==> src/hw/warmup_pkg.sv <==
// Purpose: Shared constants and types for the oscillator warm-up counter
// Assumes: 32-bit Avalon-MM register bus, byte addresses
// Notes: One aligned word per register, narrow data in the low bits
package warmup_pkg;
    // ------------------------------------------------------------------
    // Register map
    // ------------------------------------------------------------------
    localparam logic [4:0] lower_ctrl_off = 5'h00;
    localparam logic [4:0] upper_ctrl_off = 5'h04;
    localparam logic [4:0] period_lo_off = 5'h08;
    localparam logic [4:0] period_hi_off = 5'h0c;
    localparam logic [4:0] count_off = 5'h10;
    localparam logic [4:0] irq_status_off = 5'h14;
    localparam logic [4:0] irq_mask_off = 5'h18;
    // ------------------------------------------------------------------
    // Fields and reset values
    // ------------------------------------------------------------------
    localparam int ctrl_init_bit = 7;
    localparam int ctrl_run_bit = 3;
    localparam int src_sel_lsb = 4;
    localparam logic [2:0] src_sel_slow = 3'h4;
    localparam logic [2:0] mode_warmup = 3'h5;
    localparam logic [7:0] ctrl_reset = 8'h00;
    localparam logic [7:0] period_reset = 8'hff;
    localparam int irq_match_bit = 0;
    // ------------------------------------------------------------------
    // Bus request carrier
    // ------------------------------------------------------------------
    typedef struct packed {
        logic read;
        logic write;
        logic [4:0] address;
        logic [31:0] writedata;
    } avl_req_t;
endpackage

==> src/hw/warmup_core.sv <==
// Purpose: 16-bit chained up-counter with upper-byte match
// Assumes: tick is a one-cycle pulse of the selected source clock
// Notes: Lower byte of the period is never compared
`timescale 1ns/100ps
module warmup_core (
    // Clock and reset
    input wire logic core_clk,
    input wire logic arst_n,
    // Control
    input wire logic tick,
    input wire logic run,
    input wire logic [7:0] period_high_byte,
    // Status
    output logic [15:0] count_q,
    output logic match_q
);
    logic [15:0] next_cnt;

    assign next_cnt = count_q + 16'h0001;

    // ------------------------------------------------------------------
    // Counter: two bytes form one 16-bit up-counter
    // ------------------------------------------------------------------
    always_ff @(posedge core_clk or negedge arst_n) begin
        if (!arst_n) begin
            count_q <= 16'h0000;
        end else if (run && tick) begin
            // Looking at the incremented value makes 0100H give exactly 256 ticks
            if (next_cnt[15:8] == period_high_byte) begin
                count_q <= 16'h0000;
            end else begin
                count_q <= next_cnt;
            end
        end
    end

    always_ff @(posedge core_clk or negedge arst_n) begin
        if (!arst_n) begin
            match_q <= 1'b0;
        end else begin
            match_q <= run && tick && (next_cnt[15:8] == period_high_byte);
        end
    end

    // ------------------------------------------------------------------
    // Checks
    // ------------------------------------------------------------------
    a_hold_stopped: assert property (@(posedge core_clk) disable iff (!arst_n)
        !$past(run) |-> count_q == $past(count_q))
        else $error("counter moved while stopped");
    a_match_clears: assert property (@(posedge core_clk) disable iff (!arst_n)
        match_q |-> count_q == 16'h0000)
        else $error("match did not clear counter");
    a_match_pulse: assert property (@(posedge core_clk) disable iff (!arst_n)
        match_q |=> !match_q || $past(tick))
        else $error("match held without a tick");
    a_upper_only: assert property (@(posedge core_clk) disable iff (!arst_n)
        match_q |-> $past(next_cnt[15:8]) == $past(period_high_byte))
        else $error("match without upper byte equal");
    a_count_step: assert property (@(posedge core_clk) disable iff (!arst_n)
        $past(run) && $past(tick) && !match_q |-> count_q == $past(count_q) + 16'h0001)
        else $error("counter did not step by one");
    c_match: cover property (@(posedge core_clk) disable iff (!arst_n) match_q);
endmodule

==> src/hw/warmup_counter.sv <==
// Purpose: Oscillator warm-up counter with Avalon-MM registers and interrupt
// Assumes: slow_tick and fast_tick are synchronous one-cycle source pulses
// Notes: Every request sees one wait cycle; unmapped reads return zero
`timescale 1ns/100ps
module warmup_counter
    import warmup_pkg::*;
(
    // Clock and reset
    input wire logic core_clk,
    input wire logic arst_n,
    // Avalon-MM slave
    input warmup_pkg::avl_req_t avl_req,
    output logic [31:0] avl_readdata,
    output logic avl_waitrequest,
    // Source clock ticks
    input wire logic slow_tick,
    input wire logic fast_tick,
    // Events
    output logic warmup_match_irq,
    output logic irq
);
    logic [7:0] lower_timer_control_q;
    logic [7:0] upper_timer_control_q;
    logic [7:0] period_low_byte_q;
    logic [7:0] period_high_byte_q;
    logic irq_status_q;
    logic irq_mask_q;
    logic [31:0] rdata_d;
    logic wr_en;
    logic run;
    logic tick;
    logic [15:0] count;
    logic match;

    // ------------------------------------------------------------------
    // Bus handshake
    // ------------------------------------------------------------------
    // A single wait cycle gives time to register read data without a comb path
    always_ff @(posedge core_clk or negedge arst_n) begin
        if (!arst_n) begin
            avl_waitrequest <= 1'b1;
        end else if ((avl_req.read || avl_req.write) && avl_waitrequest) begin
            avl_waitrequest <= 1'b0;
        end else begin
            avl_waitrequest <= 1'b1;
        end
    end

    assign wr_en = avl_req.write && !avl_waitrequest;

    always_comb begin
        rdata_d = 32'h0000_0000;
        unique case (avl_req.address)
            lower_ctrl_off: rdata_d = {24'h00_0000, lower_timer_control_q};
            upper_ctrl_off: rdata_d = {24'h00_0000, upper_timer_control_q};
            period_lo_off: rdata_d = {24'h00_0000, period_low_byte_q};
            period_hi_off: rdata_d = {24'h00_0000, period_high_byte_q};
            count_off: rdata_d = {16'h0000, count};
            irq_status_off: rdata_d = {31'h0000_0000, irq_status_q};
            irq_mask_off: rdata_d = {31'h0000_0000, irq_mask_q};
            default: rdata_d = 32'h0000_0000;
        endcase
    end

    always_ff @(posedge core_clk or negedge arst_n) begin
        if (!arst_n) begin
            avl_readdata <= 32'h0000_0000;
        end else if (avl_req.read && avl_waitrequest) begin
            avl_readdata <= rdata_d;
        end
    end

    // ------------------------------------------------------------------
    // Control and period registers
    // ------------------------------------------------------------------
    always_ff @(posedge core_clk or negedge arst_n) begin
        if (!arst_n) begin
            lower_timer_control_q <= ctrl_reset;
            upper_timer_control_q <= ctrl_reset;
            period_low_byte_q <= period_reset;
            period_high_byte_q <= period_reset;
        end else if (wr_en) begin
            unique case (avl_req.address)
                lower_ctrl_off: lower_timer_control_q <= avl_req.writedata[7:0];
                upper_ctrl_off: upper_timer_control_q <= avl_req.writedata[7:0];
                period_lo_off: period_low_byte_q <= avl_req.writedata[7:0];
                period_hi_off: period_high_byte_q <= avl_req.writedata[7:0];
                default: ;
            endcase
        end
    end

    // Counting only happens in warm-up mode with the run bit set
    assign run = upper_timer_control_q[ctrl_run_bit] &&
        (upper_timer_control_q[2:0] == mode_warmup);
    // Slow source for slow-oscillator warm-up, fast otherwise
    assign tick = (lower_timer_control_q[src_sel_lsb +: 3] == src_sel_slow) ?
        slow_tick : fast_tick;

    warmup_core u_core (
        .core_clk(core_clk),
        .arst_n(arst_n),
        .tick(tick),
        .run(run),
        .period_high_byte(period_high_byte_q),
        .count_q(count),
        .match_q(match)
    );

    // ------------------------------------------------------------------
    // Interrupts
    // ------------------------------------------------------------------
    always_ff @(posedge core_clk or negedge arst_n) begin
        if (!arst_n) begin
            warmup_match_irq <= 1'b0;
        end else begin
            warmup_match_irq <= match;
        end
    end

    // A match in the same cycle as a write-one clear stays set
    always_ff @(posedge core_clk or negedge arst_n) begin
        if (!arst_n) begin
            irq_status_q <= 1'b0;
        end else if (match) begin
            irq_status_q <= 1'b1;
        end else if (wr_en && avl_req.address == irq_status_off &&
                     avl_req.writedata[irq_match_bit]) begin
            irq_status_q <= 1'b0;
        end
    end

    always_ff @(posedge core_clk or negedge arst_n) begin
        if (!arst_n) begin
            irq_mask_q <= 1'b0;
        end else if (wr_en && avl_req.address == irq_mask_off) begin
            irq_mask_q <= avl_req.writedata[irq_match_bit];
        end
    end

    always_ff @(posedge core_clk or negedge arst_n) begin
        if (!arst_n) begin
            irq <= 1'b0;
        end else begin
            irq <= irq_status_q && irq_mask_q;
        end
    end

    // ------------------------------------------------------------------
    // Checks
    // ------------------------------------------------------------------
    a_irq_follows: assert property (@(posedge core_clk) disable iff (!arst_n)
        match |=> warmup_match_irq && irq_status_q)
        else $error("match did not raise interrupt");
    a_irq_single: assert property (@(posedge core_clk) disable iff (!arst_n)
        warmup_match_irq |-> $past(match))
        else $error("interrupt pulse without match");
    a_mode_gate: assert property (@(posedge core_clk) disable iff (!arst_n)
        upper_timer_control_q[2:0] != mode_warmup |=> $stable(count))
        else $error("counter ran outside warm-up mode");
    a_wait_once: assert property (@(posedge core_clk) disable iff (!arst_n)
        !avl_waitrequest |=> avl_waitrequest)
        else $error("waitrequest low two cycles");
    a_src_select: assert property (@(posedge core_clk) disable iff (!arst_n)
        run && lower_timer_control_q[src_sel_lsb +: 3] == src_sel_slow && !slow_tick
        |=> $stable(count))
        else $error("slow warm-up counted without slow tick");
    a_fast_select: assert property (@(posedge core_clk) disable iff (!arst_n)
        run && lower_timer_control_q[src_sel_lsb +: 3] != src_sel_slow && !fast_tick
        |=> $stable(count))
        else $error("fast warm-up counted without fast tick");
    a_run_gate: assert property (@(posedge core_clk) disable iff (!arst_n)
        !upper_timer_control_q[ctrl_run_bit] |=> $stable(count))
        else $error("counter moved with run bit clear");

    // ------------------------------------------------------------------
    // Register and status checks
    // ------------------------------------------------------------------
    // Software polls with no fixed wait count, so the answer must always come
    a_wait_answer: assert property (@(posedge core_clk) disable iff (!arst_n)
        (avl_req.read || avl_req.write) && avl_waitrequest |=> !avl_waitrequest)
        else $error("request not answered after one wait");
    a_read_capture: assert property (@(posedge core_clk) disable iff (!arst_n)
        avl_req.read && avl_waitrequest |=> avl_readdata == $past(rdata_d))
        else $error("read data not captured");
    a_ctrl_write: assert property (@(posedge core_clk) disable iff (!arst_n)
        wr_en && avl_req.address == upper_ctrl_off |=>
        upper_timer_control_q == $past(avl_req.writedata[7:0]))
        else $error("upper control write lost");
    a_period_write: assert property (@(posedge core_clk) disable iff (!arst_n)
        wr_en && avl_req.address == period_hi_off |=>
        period_high_byte_q == $past(avl_req.writedata[7:0]))
        else $error("period high byte write lost");
    a_status_sticky: assert property (@(posedge core_clk) disable iff (!arst_n)
        irq_status_q && !(wr_en && avl_req.address == irq_status_off &&
        avl_req.writedata[irq_match_bit]) |=> irq_status_q)
        else $error("status bit dropped without clear");
    a_status_clear: assert property (@(posedge core_clk) disable iff (!arst_n)
        wr_en && avl_req.address == irq_status_off && avl_req.writedata[irq_match_bit] &&
        !match |=> !irq_status_q)
        else $error("status bit not cleared by write one");
    a_mask_write: assert property (@(posedge core_clk) disable iff (!arst_n)
        wr_en && avl_req.address == irq_mask_off |=>
        irq_mask_q == $past(avl_req.writedata[irq_match_bit]))
        else $error("mask write lost");
    a_irq_level: assert property (@(posedge core_clk) disable iff (!arst_n)
        irq == $past(irq_status_q && irq_mask_q))
        else $error("interrupt level does not follow status and mask");
    c_slow_match: cover property (@(posedge core_clk) disable iff (!arst_n)
        match && lower_timer_control_q[src_sel_lsb +: 3] == src_sel_slow);
    c_fast_match: cover property (@(posedge core_clk) disable iff (!arst_n)
        match && lower_timer_control_q[src_sel_lsb +: 3] != src_sel_slow);
    c_irq_out: cover property (@(posedge core_clk) disable iff (!arst_n) irq);
endmodule

==> config.mk <==
export PLATFORM = sky130hd
export DESIGN_NAME = warmup_counter
export DESIGN_NICKNAME = d
export VERILOG_FILES = /design/src/hw/warmup_pkg.sv /design/src/hw/warmup_core.sv /design/src/hw/warmup_counter.sv
export SDC_FILE = /design/constraint.sdc
export NUM_CORES = 1
export LEC_CHECK = 0
export BUFFER_PORTS_ARGS = -buffer_cell sky130_fd_sc_hd__buf_2
export CAP_MARGIN = 25
export CORE_MARGIN = 8
export CORE_UTILIZATION = 40
export CTS_CLUSTER_DIAMETER = 120
export DETAILED_ROUTE_END_ITERATION = 10
export GPL_ROUTABILITY_DRIVEN = 0
export PLACE_DENSITY = 0.72
export SLEW_MARGIN = 0
export SYNTH_ARGS = -nofsm -noshare
export SYNTH_HDL_FRONTEND = slang
export SYNTH_SLANG_ARGS = --single-unit
==> constraint.sdc <==
create_clock -name core_clk -period 2.4 [get_ports core_clk]
set_input_delay 0.12 -clock core_clk [delete_from_list [all_inputs] [get_ports core_clk]]
set_output_delay 0.12 -clock core_clk [all_outputs]
set_load 0.02 [all_outputs]
==> run summary, run 1 <==
Status: completed
Syn avg cell area: 10.6 um2
Largest cells by area after synthesis: dfrtp_1 (35%), dfstp_2 (12%), mux2_2 (9.7%)
Critical path required time: 2.63 ns
Power per cell area: 641 nW/um2
Largest net degree at the start of global routing: 44
DR DRC count: 0
Fin area: 4660 um2
Vias in the first global route: 3131
# rows: 35
Clock root buffer: clkbuf_8
VDD IR max: 0.485 mV
Final Critical Period: 2.32 ns
CTS Buffer Depth: 2
CTS tree: done
P_leak: 2.16 nW
Die height: 114 um
#FFs+latches synth: 70
CP Class: reg -> reg
Die area: 12900 um2
Crit path DAT: 2.56 ns
Top cell type's share of synthesized area: 0.347
CP max-delay cell: or4_4
Number of flops mapped to enable cells by yosys: 0
Total congestion overflow: 0
Final HPWL DP: 6.98 mm
Hold Fails Final Rpt: 0
Initial Utilization: 0.413
# Post-CTS Setup Buffers: 0
Post-synthesis cell type count: 58
Achievable Freq: 430 MHz
Vias: 3070
Fin nets: 477
Max cap viols: 0
WP buf/inv: 1
Clock transition at path regs: 0.08 ns
Yosys warning total: 0
Layout area overhead: 21.9%
Worst-Skew Late Latency: 0.36 ns
Cell count after synthesis: 362
Core Region: 9240 um2
Ys flop type: dfrtp_1
Share of cells above drive strength 1: 0.379
Worst Setup End Kind: flip-flop
H-tree levels: 3
First-pass iteration count of the detailed router: 4
Ports: 78
Period Utilization, post-route: 0.969
Ant. Diodes: 0
Initial antenna violation count: 0
Peak fanout along the critical path: 8
Syn Std Cell Area: 3820 um2
Final WL: 9.54 mm
CTS Sinks: 70
Sequential share of the synthesized area: 0.464
Total GRT Usage: 0.151
WL per Instance: 16.8 um
Die width: 114 um
Final Setup Violations: 0
Number of vias per cell: 5.41
Setup TNS: 0 ns
Starting DRT DRC Count: 124
Worst Tran Pin Value: 0.658 ns
Worst Clk Skew: 0.0104 ns
Utilization after layout: 0.504
CP startpoint kind: flip-flop
PortBufs: 37
First-pass GRT wire length: 15.6 mm
Post-DRT Antenna Nets: 0
Final worst slack: 0.0756 ns
Tightest Hold Check Type: in -> reg
Area post-placement: 4330 um2
Crit-path max cell delay: 0.55 ns
CTS Buf Count: 9
Pins over their slew limit: 0
Total Power: 2.99 mW
Relative slew slack: 0.560
Top delay family on crit path: simple AND/OR/NAND/NOR gates
Synth area leader: dfrtp_1
Crit-path cells: ha_1 > nand4_4 > or4_4 > xnor2_2 > o221ai_4 > buf_4 > o21ai_0 > o211ai_1
Ys async rst share: 1.00
Setup WS pre-CTS: 0.0519 ns
==> synthesized netlist by cell type (2+ instances only) <==
library cell   n
and3_1         6
a21oi_1        9
nand2b_1       2
buf_4         20
nand4_1        4
and4_1         3
and2_1         6
o22ai_1        6
nor3b_1        2
or2_2          2
a22oi_1        8
nor2_1        12
mux2_2        33
xor2_1         4
nand2_1       38
or3_1          2
o211ai_1       9
nand4_2        2
nor2b_1        5
buf_2          7
dfstp_2       17
clkbuf_1       9
o21ai_0       16
mux2i_1       11
nand3_1        7
inv_1          2
buf_1          2
xnor2_1        4
nor3_1        13
o21ai_1        3
nor4_1         4
dfrtp_1       53
a22o_1        16
==> power breakdown <==
part / switching [mW] / internal, mW / leakage (nW) / total (mW)
clock: 0.485 / 0.800 / 0.130 / 1.29
sequential: 0.0646 / 1.29 / 0.863 / 1.36
combinational: 0.189 / 0.153 / 1.17 / 0.342
==> cell usage in the layout, fill, tap and decap left out, types with 3 or more instances in the layout <==
cell           instances
nor4_1                 4
conb_1                16
nor3_1                12
buf_2                 37
and4_1                 3
buf_4                 44
nor2_1                12
o21ai_1                4
xnor2_1                4
o211ai_1               9
mux2i_1               11
xor2_1                 4
nand3_1                7
and2_1                 6
a22oi_1                8
dfrtp_1               52
a22o_1                16
nand2_1               38
bufinv_16              4
mux2_2                33
and3_1                 6
nand4_1                4
clkbuf_8               9
dlygate4sd3_1          3
o22ai_1                6
o21ai_0               15
nor2b_1                5
a21oi_1                9
dfstp_2               17
==> registers in the layout, indices dropped and copies added (netlist names), 8 cells and up <==
signal and count:
upper_timer_control_q 8, avl_readdata 16, period_low_byte_q 8, u_core.count_q 16, lower_timer_control_q 8, period_high_byte_q 8
==> layer usage <==
metal	global-route usage	wire, um
met3	0.0359	567
met2	0.251	4730
met1	0.184	4120
met5	0	0
met4	0.0586	125
==> area by class of cell <==
class                           instances  area [um2]
Fill cell                             820        4580
Timing Repair Buffer                   85         566
Clock inverter                          7         145
Tap cell                              129         161
Inverter                                2        7.51
Multi-Input combinational cell        265        1880
Sequential cell                        70        1770
Clock buffer                            9         124
==> kinds of logic after synthesis <==
kind of cell | count (synthesis) | share of synthesized area
other cells | 1 | 0.000982
buf+inv | 42 | 0.0655
mux | 45 | 0.132
compound gates | 75 | 0.136
xor+xnor | 9 | 0.0226
fa+ha+maj | 1 | 0.00327
flops | 70 | 0.464
simple gates | 119 | 0.175
==> timing repair <==
action,4_1_cts,5_1_grt
hold buffers,3,0
setup endpoints to repair,0,16
gates resized for setup,0,5
endpoints found under the hold margin,19,0
==> per-stage QoR <==
stage / hold slack (ns) / instances
finish: 0.0374 / 567
global route: 0.0394 / 567
CTS: 0.0268 / 567
detailed placement: 0.190 / 548
global placement: 0.175 / 548
floorplan: -0.176 / 377
==> worst paths after layout <==
check                           slack [ns]                       end  cells after the start              start
worst max-delay path                  0.08         u_core.count_q[3]                      8  u_core.count_q[0]
worst min-delay path                  0.04  upper_timer_control_q[4]                      2         avl_req[4]
worst max register to register        0.08         u_core.count_q[3]                      8  u_core.count_q[0]
worst min register to register        0.38          warmup_match_irq                      0     u_core.match_q
max in group asynchronous             1.35     period_high_byte_q[0]                      3             arst_n
min in group asynchronous             0.32           avl_readdata[4]                      2             arst_n
Note: power is estimated with default switching activity, not from simulation.
==> run 2: changes to the inputs <==
--- a/config.mk
+++ b/config.mk
@@ -8,11 +8,11 @@
 export BUFFER_PORTS_ARGS = -buffer_cell sky130_fd_sc_hd__buf_2
 export CAP_MARGIN = 25
 export CORE_MARGIN = 8
-export CORE_UTILIZATION = 40
+export CORE_UTILIZATION = 30
 export CTS_CLUSTER_DIAMETER = 120
 export DETAILED_ROUTE_END_ITERATION = 10
 export GPL_ROUTABILITY_DRIVEN = 0
-export PLACE_DENSITY = 0.72
+export PLACE_DENSITY = 0.6
 export SLEW_MARGIN = 0
 export SYNTH_ARGS = -nofsm -noshare
 export SYNTH_HDL_FRONTEND = slang
==> run 2 against run 1 <==
Net effect: cell count is 6.3% higher; sequential power hardly changed; flip-flop and latch count stayed put; critical path depth is 1 higher; clock skew is 0.0019 ns lower; power is 0.57% higher; utilization is 13 points lower; clock power hardly changed; sequential share of layout area is 0.42 points lower; non-clock buffer count is 7 lower; largest cell class unchanged.
==> run summary, run 2 (synthesis results as in run 1) <==
Top delay family on crit path: compound AO/OA/AOI/OAI gates
Pint: 2.24 mW
Final Critical Period: 2.33 ns
First-pass iteration count of the detailed router: 4
PortBufs: 37
CP Capture Point: u_core.count_q[7]
Setup WS pre-CTS: 0.0573 ns
Critical path required time: 2.60 ns
Layout area overhead: 23.4%
Total GRT Usage: 0.127
Area post-placement: 4320 um2
WL per Instance: 16.7 um
WP buf/inv: 3
Worst-Skew Late Latency: 0.34 ns
CP startpoint kind: flip-flop
Comb power frac: 0.119
Reg2reg start: u_core.count_q[0]
Number of vias per cell: 5.02
Ant. Diodes: 0
Largest net degree at the start of global routing: 44
Max cap viols: 0
First-pass GRT wire length: 16.2 mm
Crit path DAT: 2.53 ns
Initial antenna violation count: 0
Peak fanout along the critical path: 7
Terminus of the critical flop-to-flop path: u_core.count_q[7]
Crit path from: u_core.count_q[0]
Total congestion overflow: 0
Die area: 16600 um2
Non-Filler Instances: 603
Final HPWL DP: 7.42 mm
Starting DRT DRC Count: 191
Relative slew slack: 0.540
Crit-path cells: buf_4 > and3_1 > buf_4 > and3_1 > a31oi_1 > o221ai_4 > buf_4 > o211ai_1 > o311ai_1
CTS Buffer Depth: 2
CP Class: reg -> reg
Clock root buffer: clkbuf_16
Fin nets: 470
Placed Cells: 583
Commonest cells after routing, fill and taps aside: dfrtp_1 (50), nand2_1 (38), buf_2 (37), buf_4 (36), mux2_2 (33)
WP depth: 9
Status: completed
Initial Utilization: 0.305
Worst Clk Skew: 0.00859 ns
Vias in the first global route: 3010
VDD IR max: 0.304 mV
Worst Tran Pin Value: 0.690 ns
Vias: 3027
Pins over their slew limit: 0
Final WL: 10.1 mm
Ports: 78
Commonest non-fill, non-tap cell in the layout: dfrtp_1
Crit-path max cell delay: 0.39 ns
Die width: 129 um
Final Setup Violations: 0
P_leak: 2.15 nW
Power per cell area: 637 nW/um2
Final worst slack: 0.0687 ns
NetSw: 764 uW
Clock transition at path regs: 0.06 ns
Core Region: 12500 um2
# rows: 41
Achievable Freq: 429 MHz
Share of cells above drive strength 1: 0.376
Fin area: 4710 um2
Post-DRT Antenna Nets: 0
Tightest Hold Check Type: in -> reg
Hold Fails Final Rpt: 0
Hold_ws: 0.0662 ns
CTS Sinks: 70
Worst Setup End Kind: flip-flop
Clock power frac: 0.427
Setup TNS: 0 ns
CP max-delay cell: dfrtp_1
Sw Ratio: 0.254
Sequential fraction of design power: 0.454
Regs by FF count: avl_readdata: 16 flops, u_core.count_q: 16 flops
H-tree levels: 3
Most used cell, CP: buf_4
Reg2reg path depth: 9
CTS Buf Count: 9
DR DRC count: 0
Die height: 129 um
CTS tree: done
R2R setup slack: 0.07 ns
Period Utilization, post-route: 0.971
run 2: cell types whose count changed in the layout (fill, tap and decap cells not counted), sizes merged:
cell | previous run | this run
bufinv | 4 | 0
clkinv | 1 | 2
inv | 3 | 2
clkbuf | 9 | 13
buf | 82 | 75
run 2: worst reg2reg max path, delay by kind of cell (launching register included):
family          cells  cell delay [ns]
buf+inv             3             0.53
flops               1             0.39
simple gates        2             0.41
compound gates      4             0.88
run 2: how the worst min path moves through the flow:
stage	startpoint	end	slack (ns)	depth (start not counted)
3_3_place_gp	arst_n	warmup_match_irq	0.20	1
2_1_floorplan	arst_n	avl_readdata[0]	-0.18	0
6_report	avl_req[3]	lower_timer_control_q[3]	0.07	2
3_5_place_dp	arst_n	warmup_match_irq	0.22	1
5_1_grt	avl_req[3]	lower_timer_control_q[3]	0.07	2
4_1_cts	avl_req[3]	lower_timer_control_q[3]	0.05	2
run 2: what timing repair did:
item / CTS / global route
hold buffers: 3 / 0
gates resized for setup: 0 / 10
endpoints found under the hold margin: 22 / 0
buffers inserted: 0 / 1
endpoints found under the setup margin: 0 / 16
run 2: through the flow:
step	power (mW)	utilization
2_1_floorplan	1.60	-
3_3_place_gp	1.70	0.345
3_5_place_dp	1.72	0.345
4_1_cts	3.01	0.371
5_1_grt	3.14	0.377
6_report	3.00	0.377
run 2: power groups by stage:
stage	clock [mW]	sequential [mW]	combinational (mW)
final	1.28	1.36	0.358
after global routing	1.37	1.37	0.394
after CTS	1.31	1.36	0.342
after detailed placement	0	1.38	0.336
after global placement	0	1.38	0.327
after floorplan	0	1.36	0.239
run 2: layout make-up:
cell class,count,area [um2]
tap,172,215
clock buffer,13,270
clock inverter,3,17.5
sequential,70,1780
multi-input combinational,265,1900
inverter,2,7.51
timing repair buffer,78,526
fill,1272,7800
run 2: routing by layer:
metal / global-route usage / up-vias / share of wire
li1: - / 1420 / -
met1: 0.159 / 1517 / 0.45
met2: 0.202 / 78 / 0.48
met3: 0.0356 / 12 / 0.057
met4: 0.0504 / 0 / 0.017
met5: 0 / - / 0
==> run 3: changes to the inputs <==
==> constraint.sdc (replaced) <==
create_clock -name core_clk -period 3 [get_ports core_clk]
set_input_delay 0.15 -clock core_clk [delete_from_list [all_inputs] [get_ports core_clk]]
set_output_delay 0.15 -clock core_clk [all_outputs]
set_load 0.02 [all_outputs]
==> run 3 against run 2 <==
Net effect: global-route usage down 0.42 points; register-to-register slack gained 0.26 ns; clock power is 12% lower; worst setup slack better by 0.26 ns; non-clock buffer count decreased by 33; flip-flop and latch count did not move; sequential share of layout area increased by 2.5 points.
==> run summary, run 3 (synthesis results as in run 1) <==
Status: completed
Core Region: 12500 um2
CTS Buffer Depth: 2
Achievable Freq: 375 MHz
Worst Clk Skew: 0.00692 ns
Final HPWL DP: 6.66 mm
WL per Instance: 16.7 um
Crit-path max cell delay: 0.56 ns
Vias in the first global route: 2965
Initial antenna violation count: 0
Terminus of the critical flop-to-flop path: u_core.count_q[3]
PortBufs: 37
Fin area: 4410 um2
Max cap viols: 0
Number of vias per cell: 4.98
Peak fanout along the critical path: 18
Unrepaired setup endpoints after global routing: no
Ports: 78
Vias: 2838
Final Setup Violations: 0
CTS tree: done
Share of cells above drive strength 1: 0.312
Pins over their slew limit: 0
Starting DRT DRC Count: 162
CTS Buf Count: 9
CTS Sinks: 70
Worst Setup End Kind: flip-flop
Total GRT Usage: 0.123
Layout area overhead: 15.6%
H-tree levels: 3
R2R setup slack: 0.33 ns
CP max-delay cell: or4_4
Initial Utilization: 0.305
Final Critical Period: 2.67 ns
Commonest cells after routing, fill and taps aside: dfrtp_1 (53), nand2_1 (38), buf_2 (37), mux2_2 (33), dfstp_2 (17)
Largest net degree at the start of global routing: 71
Post-DRT Antenna Nets: 0
Crit-path cells: ha_1 > nand4_2 > or4_4 > xnor2_2 > o221ai_2 > nor2_2 > o211ai_1
Fin nets: 437
# Post-CTS Setup Buffers: 0
Worst Tran Pin Value: 0.909 ns
Regs by FF count: avl_readdata: 16 flops, u_core.count_q: 16 flops
Setup TNS: 0 ns
Area post-placement: 4080 um2
# rows: 41
Total congestion overflow: 0
Clock root buffer: clkbuf_16
CP startpoint kind: flip-flop
CP Class: reg -> reg
DR DRC count: 0
P_leak: 2.00 nW
Die area: 16600 um2
Power per cell area: 560 nW/um2
Critical path required time: 3.20 ns
Die height: 129 um
Crit path DAT: 2.87 ns
Cts hold-fix bufs: 2
Ant. Diodes: 0
Commonest non-fill, non-tap cell in the layout: dfrtp_1
VDD IR max: 0.313 mV
Hold Fails Final Rpt: 0
Worst-Skew Late Latency: 0.34 ns
Period Utilization, post-route: 0.890
Clock transition at path regs: 0.06 ns
Tightest Hold Check Type: in -> async
Die width: 129 um
First-pass GRT wire length: 15.8 mm
First-pass iteration count of the detailed router: 4
Post-cts resize count: 0
Reg2reg path depth: 7
Final WL: 9.55 mm
Reg2reg start: u_core.count_q[0]
Relative slew slack: 0.394
[run 3: worst max path at each step]
stage	startpoint	endpoint	slack (ns)	cells past startpoint
floorplan	u_core.count_q[0]	u_core.count_q[11]	0.85	8
detailed placement	u_core.count_q[1]	u_core.count_q[4]	0.37	7
global route	u_core.count_q[0]	u_core.count_q[3]	0.12	7
finish	u_core.count_q[0]	u_core.count_q[3]	0.33	7
global placement	u_core.count_q[0]	u_core.count_q[6]	0.40	7
CTS	u_core.count_q[0]	u_core.count_q[3]	0.33	7
[run 3: layer usage]
metal  routed length, um  up-vias  GRT usage
li1                    -     1359          -
met1                4160     1401      0.150
met2                4690       68      0.194
met3                 503       10     0.0310
met4                 186        0     0.0677
met5                   0        -          0
[run 3: critical path: cells and delay by family, from the launching register on]
kind                       cells  cell delay (ns)
adders and majority gates      1             0.29
DFF                            1             0.44
and+or+nand+nor                3             1.16
xor gates and xnor gates       1             0.16
AOI/OAI and AO/OA              2             0.50
[run 3: final cells by class]
class                      instances  area, um2
fill                            1255       8100
multi-input combinational        265       1850
sequential                        70       1770
timing repair buffer              45        250
clock buffer                      10        229
tap                              172        215
clock inverter                     6       86.3
inverter                           2       7.51
[run 3: power breakdown]
part,switching [mW],leakage (nW),internal [mW]
sequential,0.0542,0.864,1.04
combinational,0.148,0.978,0.108
clock,0.400,0.152,0.726
[run 3: per-stage QoR]
step | cells | hold slack (ns) | util | power, mW | setup slack, ns
6_report | 570 | 0.0394 | 0.353 | 2.47 | 0.331
3_3_place_gp | 552 | 0.320 | 0.326 | 1.35 | 0.401
4_1_cts | 570 | 0.0700 | 0.353 | 2.50 | 0.328
3_5_place_dp | 552 | 0.319 | 0.326 | 1.36 | 0.372
2_1_floorplan | 377 | -0.146 | - | 1.28 | 0.854
5_1_grt | 570 | 0.0983 | 0.353 | 2.57 | 0.116
